### src/charge_profile_defines.svh
`ifndef CHARGE_PROFILE_DEFINES_SVH
`define CHARGE_PROFILE_DEFINES_SVH

// timing
`define CLK_FREQ_HZ      50000000
`define TICK_PERIOD_S    1

// register offsets
`define OFS_FIRST        8'h1F
`define OFS_T1           8'h1F
`define OFS_T2           8'h20
`define OFS_T3           8'h21
`define OFS_T4           8'h22
`define OFS_T5           8'h23
`define OFS_T6           8'h24
`define OFS_VOLT_HOT     8'h25
`define OFS_VOLT_MID     8'h26
`define OFS_CURR_HOT     8'h27
`define OFS_CURR_MID     8'h28
`define OFS_CFG          8'h29
`define OFS_ABS_ADD      8'h2A
`define OFS_ABS_TIME     8'h2B
`define OFS_EQ_ADD       8'h2C
`define OFS_EQ_TIME      8'h2D
`define OFS_RECHARGE     8'h2E
`define OFS_RSVD         8'h2F
`define OFS_TMR_CHG      8'h30
`define OFS_TMR_CV       8'h31
`define OFS_TMR_ABS      8'h32

// reset values
`define RST_T1           16'h3F00
`define RST_T2           16'h372A
`define RST_T3           16'h1F27
`define RST_T4           16'h1BCC
`define RST_T5           16'h18B9
`define RST_T6           16'h136D
`define RST_VOLT_HOT     16'h0000
`define RST_VOLT_MID     16'h0000
`define RST_CURR_HOT     16'h01EF
`define RST_CURR_MID     16'h7FEF
`define RST_CFG          16'h0000
`define RST_ABS_ADD      16'h0000
`define RST_ABS_TIME     16'h0000
`define RST_EQ_ADD       16'h002A
`define RST_EQ_TIME      16'h0E10
`define RST_RECHARGE     16'h4410

// field positions
`define FLD_HI_LSB       10
`define FLD_MID_LSB      5
`define FLD_LO_LSB       0
`define CFG_CX_BIT       2
`define CFG_TCOMP_BIT    1
`define CFG_JEITA_BIT    0

// writable bits
`define MASK_CODES2      16'h03FF
`define MASK_CODES3      16'h7FFF
`define MASK_CFG         16'h0007
`define MASK_ADDER       16'h003F

`endif

### src/charge_profile_pkg.sv
package charge_profile_pkg;

   typedef enum logic [2:0] {
      ST_IDLE  = 3'b000,
      ST_ADDR  = 3'b001,
      ST_SUB   = 3'b010,
      ST_WLO   = 3'b011,
      ST_WHI   = 3'b100,
      ST_ACK   = 3'b101,
      ST_RDATA = 3'b110,
      ST_RACK  = 3'b111
   } i2c_state_t;

endpackage

### src/elapsed_seconds_timer.sv
`timescale 1ns/1ns
module elapsed_seconds_timer
   import charge_profile_pkg::*;
#(
   parameter int W = 16
) (
   input  wire logic         clk,
   input  wire logic         nrst,
   input  wire logic         tick,
   input  wire logic         run,
   output logic [W-1:0]      count
);

   typedef struct packed {
      logic [W-1:0] cnt;
   } tmr_state_t;

   tmr_state_t s_q;
   tmr_state_t s_d;

   always_comb begin
      s_d = s_q;
      // clear, count, saturate
      // phase left: count restarts with the next entry
      if (!run) begin
         s_d.cnt = '0;
      end else if (tick && s_q.cnt != {W{1'b1}}) begin
         s_d.cnt = s_q.cnt + 1'b1;
      end
   end

   always_ff @(posedge clk or negedge nrst) begin
      if (!nrst) begin
         s_q <= '0;
      end else begin
         s_q <= s_d;
      end
   end

   assign count = s_q.cnt;
endmodule

### src/charge_profile_config_regs.sv
`timescale 1ns/1ns
`include "charge_profile_defines.svh"
module charge_profile_config_regs
   import charge_profile_pkg::*;
#(
   parameter logic [6:0] DEV_ADDR    = 7'h2A,  // arbitrary value
   parameter int         TICK_CYCLES = `TICK_PERIOD_S * `CLK_FREQ_HZ
) (
   input  wire logic         clk,
   input  wire logic         nrst,
   input  wire logic         scl,
   input  wire logic         sda_in,
   output logic              sda_out,
   output logic              sda_oe,
   input  wire logic [15:0]  ntc_ratio,
   input  wire logic         charging,
   input  wire logic         cv_active,
   input  wire logic         absorb_active,
   output logic [2:0]        region,
   output logic              charge_off,
   output logic [4:0]        vcharge_code,
   output logic [5:0]        icharge_mv,
   output logic              en_c_over_x_term,
   output logic              en_lead_acid_temp_comp,
   output logic              en_jeita,
   output logic [5:0]        absorb_adder,
   output logic [15:0]       absorb_time_limit,
   output logic [5:0]        equalize_adder,
   output logic [15:0]       equalize_duration,
   output logic [15:0]       recharge_level
);

   localparam int NREG = 16;
   localparam int NTMR = 3;

   localparam int I_VOLT_HOT = int'(`OFS_VOLT_HOT - `OFS_FIRST);
   localparam int I_VOLT_MID = int'(`OFS_VOLT_MID - `OFS_FIRST);
   localparam int I_CURR_HOT = int'(`OFS_CURR_HOT - `OFS_FIRST);
   localparam int I_CURR_MID = int'(`OFS_CURR_MID - `OFS_FIRST);
   localparam int I_CFG      = int'(`OFS_CFG - `OFS_FIRST);
   localparam int I_ABS_ADD  = int'(`OFS_ABS_ADD - `OFS_FIRST);
   localparam int I_ABS_TIME = int'(`OFS_ABS_TIME - `OFS_FIRST);
   localparam int I_EQ_ADD   = int'(`OFS_EQ_ADD - `OFS_FIRST);
   localparam int I_EQ_TIME  = int'(`OFS_EQ_TIME - `OFS_FIRST);
   localparam int I_RECHARGE = int'(`OFS_RECHARGE - `OFS_FIRST);

   localparam logic [NREG-1:0][15:0] REG_RST = {
      `RST_RECHARGE,
      `RST_EQ_TIME,
      `RST_EQ_ADD,
      `RST_ABS_TIME,
      `RST_ABS_ADD,
      `RST_CFG,
      `RST_CURR_MID,
      `RST_CURR_HOT,
      `RST_VOLT_MID,
      `RST_VOLT_HOT,
      `RST_T6,
      `RST_T5,
      `RST_T4,
      `RST_T3,
      `RST_T2,
      `RST_T1
   };

   typedef struct packed {
      i2c_state_t              st;
      i2c_state_t              nxt;
      logic                    scl_q;
      logic                    sda_q;
      logic [3:0]              cnt;
      logic [7:0]              sh;
      logic [7:0]              sub;
      logic [7:0]              wlo;
      logic [15:0]             tx;
      logic                    hi;
      logic                    nack;
      logic                    oe;
      logic [31:0]             div;
      logic                    tick;
      logic [NREG-1:0][15:0]   regs;
      logic [2:0]              region;
      logic                    off;
      logic [4:0]              vcode;
      logic [5:0]              imv;
   } state_t;

   localparam state_t RST_S = '{
      st:     ST_IDLE,
      nxt:    ST_IDLE,
      scl_q:  1'b1,
      sda_q:  1'b1,
      cnt:    4'h0,
      sh:     8'h00,
      sub:    8'h00,
      wlo:    8'h00,
      tx:     16'h0000,
      hi:     1'b0,
      nack:   1'b0,
      oe:     1'b0,
      div:    32'h0000_0000,
      tick:   1'b0,
      regs:   REG_RST,
      region: 3'h1,
      off:    1'b0,
      vcode:  5'h00,
      imv:    6'h01
   };

   state_t              s_q;
   state_t              s_d;
   logic                scl_rise;
   logic                scl_fall;
   logic                start;
   logic                stop;
   logic                wr_en;
   logic [15:0]         wr_data;
   logic [NTMR-1:0]     tmr_run;
   logic [NTMR-1:0][15:0] tmr_cnt;

   // scl and sda are taken as already synchronous to clk
   assign scl_rise = scl & ~s_q.scl_q;
   assign scl_fall = ~scl & s_q.scl_q;
   assign start    = scl & s_q.scl_q & s_q.sda_q & ~sda_in;
   assign stop     = scl & s_q.scl_q & ~s_q.sda_q & sda_in;
   assign wr_data  = {s_q.sh, s_q.wlo};

   function automatic logic in_bank(input logic [7:0] a);
      return (a >= `OFS_FIRST) && (a <= `OFS_RECHARGE);
   endfunction

   function automatic logic [3:0] bank_idx(input logic [7:0] a);
      logic [7:0] d;
      d = a - `OFS_FIRST;
      return d[3:0];
   endfunction

   function automatic logic [15:0] wmask(input logic [7:0] a);
      logic [15:0] m;
      m = 16'hFFFF;
      case (a)
         `OFS_VOLT_HOT, `OFS_CURR_HOT: m = `MASK_CODES2;
         `OFS_VOLT_MID, `OFS_CURR_MID: m = `MASK_CODES3;
         `OFS_CFG:                     m = `MASK_CFG;
         `OFS_ABS_ADD, `OFS_EQ_ADD:    m = `MASK_ADDER;
         default:                      m = 16'hFFFF;
      endcase
      return m;
   endfunction

   // region 2 uses the low field, 3 the middle, 4 the high of the mid word
   function automatic logic [4:0] pick(input logic [15:0] hot,
                                      input logic [15:0] mid,
                                      input logic [2:0]  rg);
      logic [4:0] c;
      c = 5'h00;
      case (rg)
         3'h6:    c = hot[`FLD_MID_LSB +: 5];
         3'h5:    c = hot[`FLD_LO_LSB +: 5];
         3'h4:    c = mid[`FLD_HI_LSB +: 5];
         3'h3:    c = mid[`FLD_MID_LSB +: 5];
         3'h2:    c = mid[`FLD_LO_LSB +: 5];
         default: c = 5'h00;
      endcase
      return c;
   endfunction

   always_comb begin
      logic [15:0] rd;
      logic [7:0]  txb;
      logic [2:0]  rg;
      rd    = 16'h0000;
      txb   = s_q.hi ? s_q.tx[15:8] : s_q.tx[7:0];
      rg    = 3'h1;
      s_d   = s_q;
      wr_en = 1'b0;
      s_d.scl_q = scl;
      s_d.sda_q = sda_in;

      // one-second enable
      s_d.tick = 1'b0;
      if (s_q.div == 32'(TICK_CYCLES - 1)) begin
         s_d.div  = 32'h0000_0000;
         s_d.tick = 1'b1;
      end else begin
         s_d.div = s_q.div + 32'h0000_0001;
      end

      if (in_bank(s_q.sub)) begin
         rd = s_q.regs[bank_idx(s_q.sub)];
      end else if (s_q.sub == `OFS_TMR_CHG) begin
         rd = tmr_cnt[0];
      end else if (s_q.sub == `OFS_TMR_CV) begin
         rd = tmr_cnt[1];
      end else if (s_q.sub == `OFS_TMR_ABS) begin
         rd = tmr_cnt[2];
      end

      if (stop) begin
         s_d.st = ST_IDLE;
         s_d.oe = 1'b0;
      end else if (start) begin
         s_d.st  = ST_ADDR;
         s_d.cnt = 4'h0;
         s_d.oe  = 1'b0;
      end else begin
         unique case (s_q.st)
            ST_IDLE: begin
            end
            ST_ADDR, ST_SUB, ST_WLO, ST_WHI: begin
               if (scl_rise) begin
                  s_d.sh  = {s_q.sh[6:0], sda_in};
                  s_d.cnt = s_q.cnt + 4'h1;
               end else if (scl_fall && s_q.cnt == 4'h8) begin
                  s_d.cnt = 4'h0;
                  s_d.oe  = 1'b1;
                  s_d.st  = ST_ACK;
                  if (s_q.st == ST_ADDR) begin
                     if (s_q.sh[7:1] == DEV_ADDR) begin
                        s_d.nxt = s_q.sh[0] ? ST_RDATA : ST_SUB;
                     end else begin
                        // another target: stay off the bus until next start
                        s_d.oe = 1'b0;
                        s_d.st = ST_IDLE;
                     end
                  end else if (s_q.st == ST_SUB) begin
                     s_d.sub = s_q.sh;
                     s_d.nxt = ST_WLO;
                  end else if (s_q.st == ST_WLO) begin
                     s_d.wlo = s_q.sh;
                     s_d.nxt = ST_WHI;
                  end else begin
                     wr_en   = 1'b1;
                     s_d.nxt = ST_IDLE;
                  end
               end
            end
            ST_ACK: begin
               if (scl_fall) begin
                  s_d.st = s_q.nxt;
                  s_d.oe = 1'b0;
                  if (s_q.nxt == ST_RDATA) begin
                     // whole word captured once so both bytes agree
                     s_d.tx = rd;
                     s_d.hi = 1'b0;
                     s_d.oe = ~rd[7];
                  end
               end
            end
            ST_RDATA: begin
               if (scl_rise) begin
                  s_d.cnt = s_q.cnt + 4'h1;
               end else if (scl_fall) begin
                  if (s_q.cnt == 4'h8) begin
                     s_d.oe = 1'b0;
                     s_d.st = ST_RACK;
                  end else begin
                     s_d.oe = ~txb[3'(4'h7 - s_q.cnt)];
                  end
               end
            end
            ST_RACK: begin
               if (scl_rise) begin
                  s_d.nack = sda_in;
               end else if (scl_fall) begin
                  if (s_q.nack || s_q.hi) begin
                     s_d.st = ST_IDLE;
                  end else begin
                     s_d.hi  = 1'b1;
                     s_d.cnt = 4'h0;
                     s_d.oe  = ~s_q.tx[15];
                     s_d.st  = ST_RDATA;
                  end
               end
            end
         endcase
      end

      // writes outside the bank are dropped
      if (wr_en && in_bank(s_q.sub)) begin
         s_d.regs[bank_idx(s_q.sub)] = wr_data & wmask(s_q.sub);
      end

      // thresholds fall with temperature; the last one passed wins
      for (int k = 0; k < 6; k++) begin
         if (ntc_ratio <= s_q.regs[k]) begin
            rg = 3'(k + 2);
         end
      end
      s_d.region = rg;
      s_d.off    = s_q.regs[I_CFG][`CFG_JEITA_BIT] && (rg == 3'h1 || rg == 3'h7);
      s_d.vcode  = pick(s_q.regs[I_VOLT_HOT], s_q.regs[I_VOLT_MID], rg);
      s_d.imv    = {1'b0, pick(s_q.regs[I_CURR_HOT], s_q.regs[I_CURR_MID], rg)} + 6'h01;
   end

   always_ff @(posedge clk or negedge nrst) begin
      if (!nrst) begin
         s_q <= RST_S;
      end else begin
         s_q <= s_d;
      end
   end

   assign tmr_run = {absorb_active, cv_active, charging};

   generate
      for (genvar t = 0; t < NTMR; t++) begin : g_tmr
         elapsed_seconds_timer #(
            .W (16)
         ) i_elapsed_seconds_timer (
            .clk   (clk),
            .nrst  (nrst),
            .tick  (s_q.tick),
            .run   (tmr_run[t]),
            .count (tmr_cnt[t])
         );
      end
   endgenerate

   // open drain: only ever pulls low
   assign sda_out                = 1'b0;
   assign sda_oe                 = s_q.oe;
   assign region                 = s_q.region;
   assign charge_off             = s_q.off;
   assign vcharge_code           = s_q.vcode;
   assign icharge_mv             = s_q.imv;
   assign en_c_over_x_term       = s_q.regs[I_CFG][`CFG_CX_BIT];
   assign en_lead_acid_temp_comp = s_q.regs[I_CFG][`CFG_TCOMP_BIT];
   assign en_jeita               = s_q.regs[I_CFG][`CFG_JEITA_BIT];
   assign absorb_adder           = s_q.regs[I_ABS_ADD][5:0];
   assign absorb_time_limit      = s_q.regs[I_ABS_TIME];
   assign equalize_adder         = s_q.regs[I_EQ_ADD][5:0];
   assign equalize_duration      = s_q.regs[I_EQ_TIME];
   assign recharge_level         = s_q.regs[I_RECHARGE];
endmodule

### config.mk
export PLATFORM = sky130hd
export DESIGN_NAME = charge_profile_config_regs
export DESIGN_NICKNAME = d
export VERILOG_FILES = /design/src/charge_profile_pkg.sv /design/src/elapsed_seconds_timer.sv /design/src/charge_profile_config_regs.sv
export VERILOG_INCLUDE_DIRS = /design/src
export SDC_FILE = /design/constraint.sdc
export NUM_CORES = 1
export LEC_CHECK = 0
export BUFFER_PORTS_ARGS = -buffer_cell sky130_fd_sc_hd__buf_2
export CAP_MARGIN = 20
export CORE_MARGIN = 4
export CORE_UTILIZATION = 25
export CTS_CLUSTER_DIAMETER = 40
export DETAILED_ROUTE_END_ITERATION = 10
export HOLD_SLACK_MARGIN = 0.03
export SLEW_MARGIN = 20
export SYNTH_ARGS = -nofsm -noshare
export SYNTH_HDL_FRONTEND = slang
export SYNTH_HIERARCHICAL = 1
export SYNTH_SLANG_ARGS = --single-unit
### constraint.sdc
create_clock -name clk -period 7.85 [get_ports clk]
set_input_delay 0.3925 -clock clk [delete_from_list [all_inputs] [get_ports clk]]
set_output_delay 0.3925 -clock clk [all_outputs]
set_load 0.05 [all_outputs]
# Word level (Yosys, flattened, before mapping)
# Index checks and enable logic that the tools add are counted.
# word_totals
register_bits,407
inputBits,23
out_inout_bits,80
wordCells,243
# classes
addsub,8
magnitude_cmp,11
n_eq_ne,54
n_mux,86
bitwise_logic,20
reduce_logical,27
# ops
operator,count
$bwmux W256,1
$mux W16,13
$le A16 B16 Y1,6
$eq A8 B6 Y1 const B,10
$bmux W16 S4,1
$demux W16 S4,1
$pmux W16 S4,1
$mux W3,21
$pmux W5 S5,2
$add A16 B1 Y16 const B,3
$ne A16 B16 Y1 const B,3
$ne A4 B4 Y1 const B,10
$add A32 B1 Y32 const B,1
$eq A32 B26 Y1 const B,1
$mux W32,1
$mux W1,29
$mux W4,7
$eq A3 B3 Y1 const B,9
$reduce_and A9 Y1,2
$and A16 B16 Y16,1
$reduce_and A8 Y1,2
$reduce_and A7 Y1,2
$eq A3 B2 Y1 const B,4
$mux W6,2
other kinds (34),73

# Longest topological paths before layout
# depth
depth_word,13
ltp_mapped,16
mapped_depth_nobuf,14

# By module
# The synthesis kept the hierarchy.
# modules_own_cells
mod,n_inst,cells_per_inst,area_each_um2,seq_area_each_um2
charge_profile_config_regs,1,1896,19725.2,9086.2
elapsed_seconds_timer,3,98,910.9,400.4

# Least setup slack after synthesis
# OpenSTA, ideal clock, no wires.
# synth_path
path_kind,flip-flop to flip-flop
from,register s_q[331] in the netlist's numbering
to,register s_q[320] in the netlist's numbering
setup_time_ps,136
arrival_ps,3784
required_time_ps,7714
setup_slack_ps,3931
stages_incl_launch_ff,12
path_buffers,5
period_less_slack_ps,3919
path_cell_list,dfrtp_1 buf_1 buf_1 inv_1 ha_1 clkbuf_1 clkbuf_1 buf_1 mux4_2 mux4_2 a21oi_1 o21ai_0
# synth_via
elab_chain_cells,5
word_cells_on_any_way,13
classes_between,add/sub: 1; order compare: 2; eq/ne: 3; mux: 6; reduce/logical: 1
# synth_lines
element,line,rtl
"start, declared",charge_profile_config_regs.sv:110,state_t s_q;
"start signal, assigned",charge_profile_config_regs.sv:298,s_q <= RST_S;
"start signal, assigned",charge_profile_config_regs.sv:300,s_q <= s_d;
"parallel branches: the longest is 4 deep, another holds $sub A4 B4 Y4",--,
$mux W16 (*),charge_profile_config_regs.sv:189,if (in_bank(s_q.sub)) begin
# Every way passes the cells marked *. The select of a mux whose other input is x is not followed.
# A chain may end at the register's enable or synchronous reset.

==> qor_table.md <==
| Parameter | Value | Unit |
| --- | --- | --- |
| Outcome | complete, no violations | - |
| Hold_sp | charging | - |
| Cell area after placement | 23600 | um2 |
| Iter 0 DRT Violations | 1335 | - |
| Total negative setup slack | 0 | ns |
| Total routed wirelength | 66400 | um |
| Worst hold margin | 0.0790 | ns |
| Final worst slack | 3.20 | ns |
| Total gr overflow | 0 | - |
| Proportion of power drawn by the clock network | 57.6 | % |
| Total GRT Usage | 13.9 | % |
| Series of cell instances along the critical path | inv_1, ha_1, nand4_1, nor4_1, a21boi_1, o31ai_2, a21oi_1, o21bai_1, a21oi_1, mux2i_1, o21ai_1 | - |
| Cell occurring most often along the worst timing path | a21oi_1 | - |
| Per-instance average area after synthesis | 10.3 | um2 |
| Rows | 109 | - |
| Number of post-CTS setup repair buffers | 0 | - |
| Type of the worst setup path | flip-flop to flip-flop | - |
| Cells on Worst Hold Path | 3 | - |
| Async SR Flop Fraction | 100 | % |
| Number of nets in the synthesized netlist | 2321 | - |
| Total number of vias | 16852 | - |
| Number of max-slew violations in the final report | 0 | - |
| First-pass DRT Iterations | 7 | - |
| Highest Clock Rate | 215 | MHz |
| Power after layout | 5.82 | mW |
| Cell variety after synth | 73 | - |
| Portion of the clock cycle consumed by the worst path in the final layout | 59.3 | % |
| Startpoint of the most critical register-to-register path | s_q[44] | - |
| Wire length of the first global-routing pass | 102000 | um |
| Main area contributors after synthesis | dfrtp_1 36%, dfstp_2 9.6%, mux4_2 8.5%, ha_1 6.0%, nand2_1 5.2% | - |
| Worst EP required | 8.26 | ns |
| Clock-pin slew of the registers on the worst-case setup and hold paths | 0.05 | ns |
| Worst Skew | 0.0266 | ns |
| Final critical path time including I/O delays and setup | 4.65 | ns |
| Switching part of the total power | 25.1 | % |
| CP max-delay cell | a21oi_1 | - |
| Max VDD drop | 140 | uV |
| Setup slack at placement | 3.25 | ns |
| Slew at the pin with the worst max-slew slack | 1.12 | ns |
| Placeable core region | 88800 | um2 |
| Register bit count reported by yosys | 407 | - |
| Total power per unit cell area | 221 | nW/um2 |
| Startpoint class of the critical path | flip-flop | - |
| Post-route core utilization | 29.7 | % |
| Via count of the first global-routing pass | 16230 | - |
| Share of the synthesized area in the top cell type | 36.2 | % |
| Total number of H-tree levels | 3 | - |
| Design area | 26400 | um2 |
| Largest fanout on the critical path | 11 | - |
| Antenna violations before repair | 6 | - |
| Antenna viol nets, final | 0 | - |
| Fraction of final layout cells sized beyond drive strength 1 | 23.3 | % |
| Number of max-cap violations | 0 | - |
| Routed length per instance | 19.3 | um |
| Gate power share | 5.3 | % |
| Fraction of the yosys area taken by sequential cells | 45.8 | % |
| Switching Power | 1.46 | mW |
| Clock tree from TritonCTS | done | - |
| Class of the worst hold path | input pin to flip-flop | - |
| Post-synth EDFFs | 0 | - |
| Cells after synthesis | 2190 | - |
| Cell area after technology mapping | 22500 | um2 |
| CTS max path bufs | 3 | - |
| Count of pins on the block boundary | 103 | - |
| Leakage power | 10.9 | nW |
| Logic depth of the worst register-to-register path | 11 | - |
| Critical register-to-register path endpoint | vcharge_code[0] | - |
| CTS root buf | clkbuf_16 | - |
| Number of nets in the layout | 2337 | - |
| Max-slew headroom | 25.0 | % |
| Synth top cells by count | 325 x dfrtp_1, 314 x nand2_1, 187 x o21ai_0 | - |
| Total half-perimeter wirelength after legalization and detailed placement | 48000 | um |
| Horizontal die dimension | 308 | um |
| Worst reg2reg setup slack | 3.20 | ns |
| Number of remaining DRC errors | 0 | - |
| Terminating pin of the worst hold path | g_tmr[0].i_elapsed_seconds_timer/count[0] | - |
| Clock buffer count from CTS | 77 | - |
| Synth area leader | dfrtp_1 | - |
| Clock network latency to the later pin of the worst-skew pair | 0.61 | ns |
| Endpoint type of the worst setup path | flip-flop | - |
| Number of sinks handled by clock tree synthesis | 407 | - |
| Data arrival at the endpoint of the critical path | 5.07 | ns |
| Dominant register cell in the synthesized netlist | dfrtp_1 | - |
| Endpoints failing setup | 0 | - |
| Cell with the most instances after synthesis | dfrtp_1 | - |
| Pin count of the biggest net entering global routing | 135 | - |
| Final instance count without filler cells | 3437 | - |
| Gp weighted congestion | 0.860 | - |
| Area growth from synthesis to layout | 17.4 | % |
| Internal power of the cells | 4.36 | mW |
| Die span in y | 308 | um |
| Yosys Warn Count | 6 | - |
| Biggest cell delay along the critical path | 0.71 | ns |
| Initial cell density of the core | 25.3 | % |
| Via density per instance | 4.90 | - |
| Number of placed cells counting well taps | 3285 | - |
| Power share of the sequential group | 37.1 | % |
| Setup repair after global routing missed its margin | no | - |
| Die Area | 94700 | um2 |
| IO Port Bufs | 101 | - |
| Hold violation total from the final report | 0 | - |
==> kinds of logic (layout without fill, tap and decap cells) <==
family | after synthesis | in the layout | synth area share [%]
AOI/OAI and AO/OA | 502 | 502 | 12.7
and+or+nand+nor | 640 | 640 | 14.1
DFF | 407 | 407 | 45.8
xor gates and xnor gates | 35 | 35 | 1.36
buffers and inverters | 314 | 395 | 6.61
adders and majority gates | 108 | 108 | 6.02
muxes | 183 | 183 | 13.4
other | 1 | 2 | 0.0167
==> worst max-delay path by stage <==
stage / from / end / slack, ns
after floorplan: s_q[331] / s_q[320] / 3.93
after global placement: s_q[331] / s_q[142] / 3.32
after detailed placement: s_q[331] / s_q[142] / 3.25
after CTS: s_q[331] / s_q[128] / 3.23
after global routing: s_q[331] / s_q[158] / 3.12
final: s_q[44] / vcharge_code[0] / 3.20
==> registers in the layout, indices dropped and copies added, names as in the netlist, 5 cells and up <==
signal,flops
absorb_adder,6
equalize_duration,16
s_q,280
vcharge_code,5
equalize_adder,6
absorb_time_limit,16
icharge_mv,6
recharge_level,16
g_tmr.i_elapsed_seconds_timer/count,48
==> cell type report <==
cell class,count,area (um2)
clock buffer,103,2170
tap,1165,1460
sequential,407,10300
antenna,1,2.50
clock inverter,41,492
multi-input combinational,1469,10700
inverter,123,462
timing repair buffer,128,751
fill,9076,62400
==> what timing repair did <==
action                    in CTS  in global routing
hold buffers                   3                  0
hold endpoints to repair      80                  0
resized for setup              0                  0
==> power by group through the flow <==
stage	Combinational (mW)	Sequential [mW]	Clock, mW
4_1_cts	0.314	2.16	3.44
3_3_place_gp	0.308	2.19	0
2_1_floorplan	0.161	2.18	0
3_5_place_dp	0.310	2.19	0
6_report	0.306	2.16	3.36
5_1_grt	0.340	2.16	3.54
==> layout by cell type (no fill, tap or decap), types with 78 or more instances in the layout <==
cell / instances
dfrtp_1: 324
nand2_1: 314
o21ai_0: 183
a21oi_1: 131
inv_1: 123
ha_1: 107
buf_2: 101
mux4_2: 85
dfstp_2: 82
clkbuf_16: 78
==> per-layer routing <==
| layer | part of all wire (%) | GRT usage [%] | up-vias | wire (um) |
|---|---|---|---|---|
| met3 | 6.4 | 3.49 | 124 | 4280 |
| li1 | - | - | 7905 | - |
| met2 | 46 | 21.9 | 427 | 30400 |
| met1 | 44 | 18.4 | 8390 | 29200 |
| met4 | 3.7 | 5.33 | 6 | 2420 |
| met5 | 0.069 | 0 | - | 46 |
==> critical path: cells and delay by family (launching register included) <==
kind	cells	cell delay [ns]
compound gates	6	2.59
simple gates	2	0.82
flops	1	0.54
fa+ha+maj	1	0.29
mux	1	0.15
buf+inv	1	0.05
Note: power is estimated with default switching activity, not from simulation.
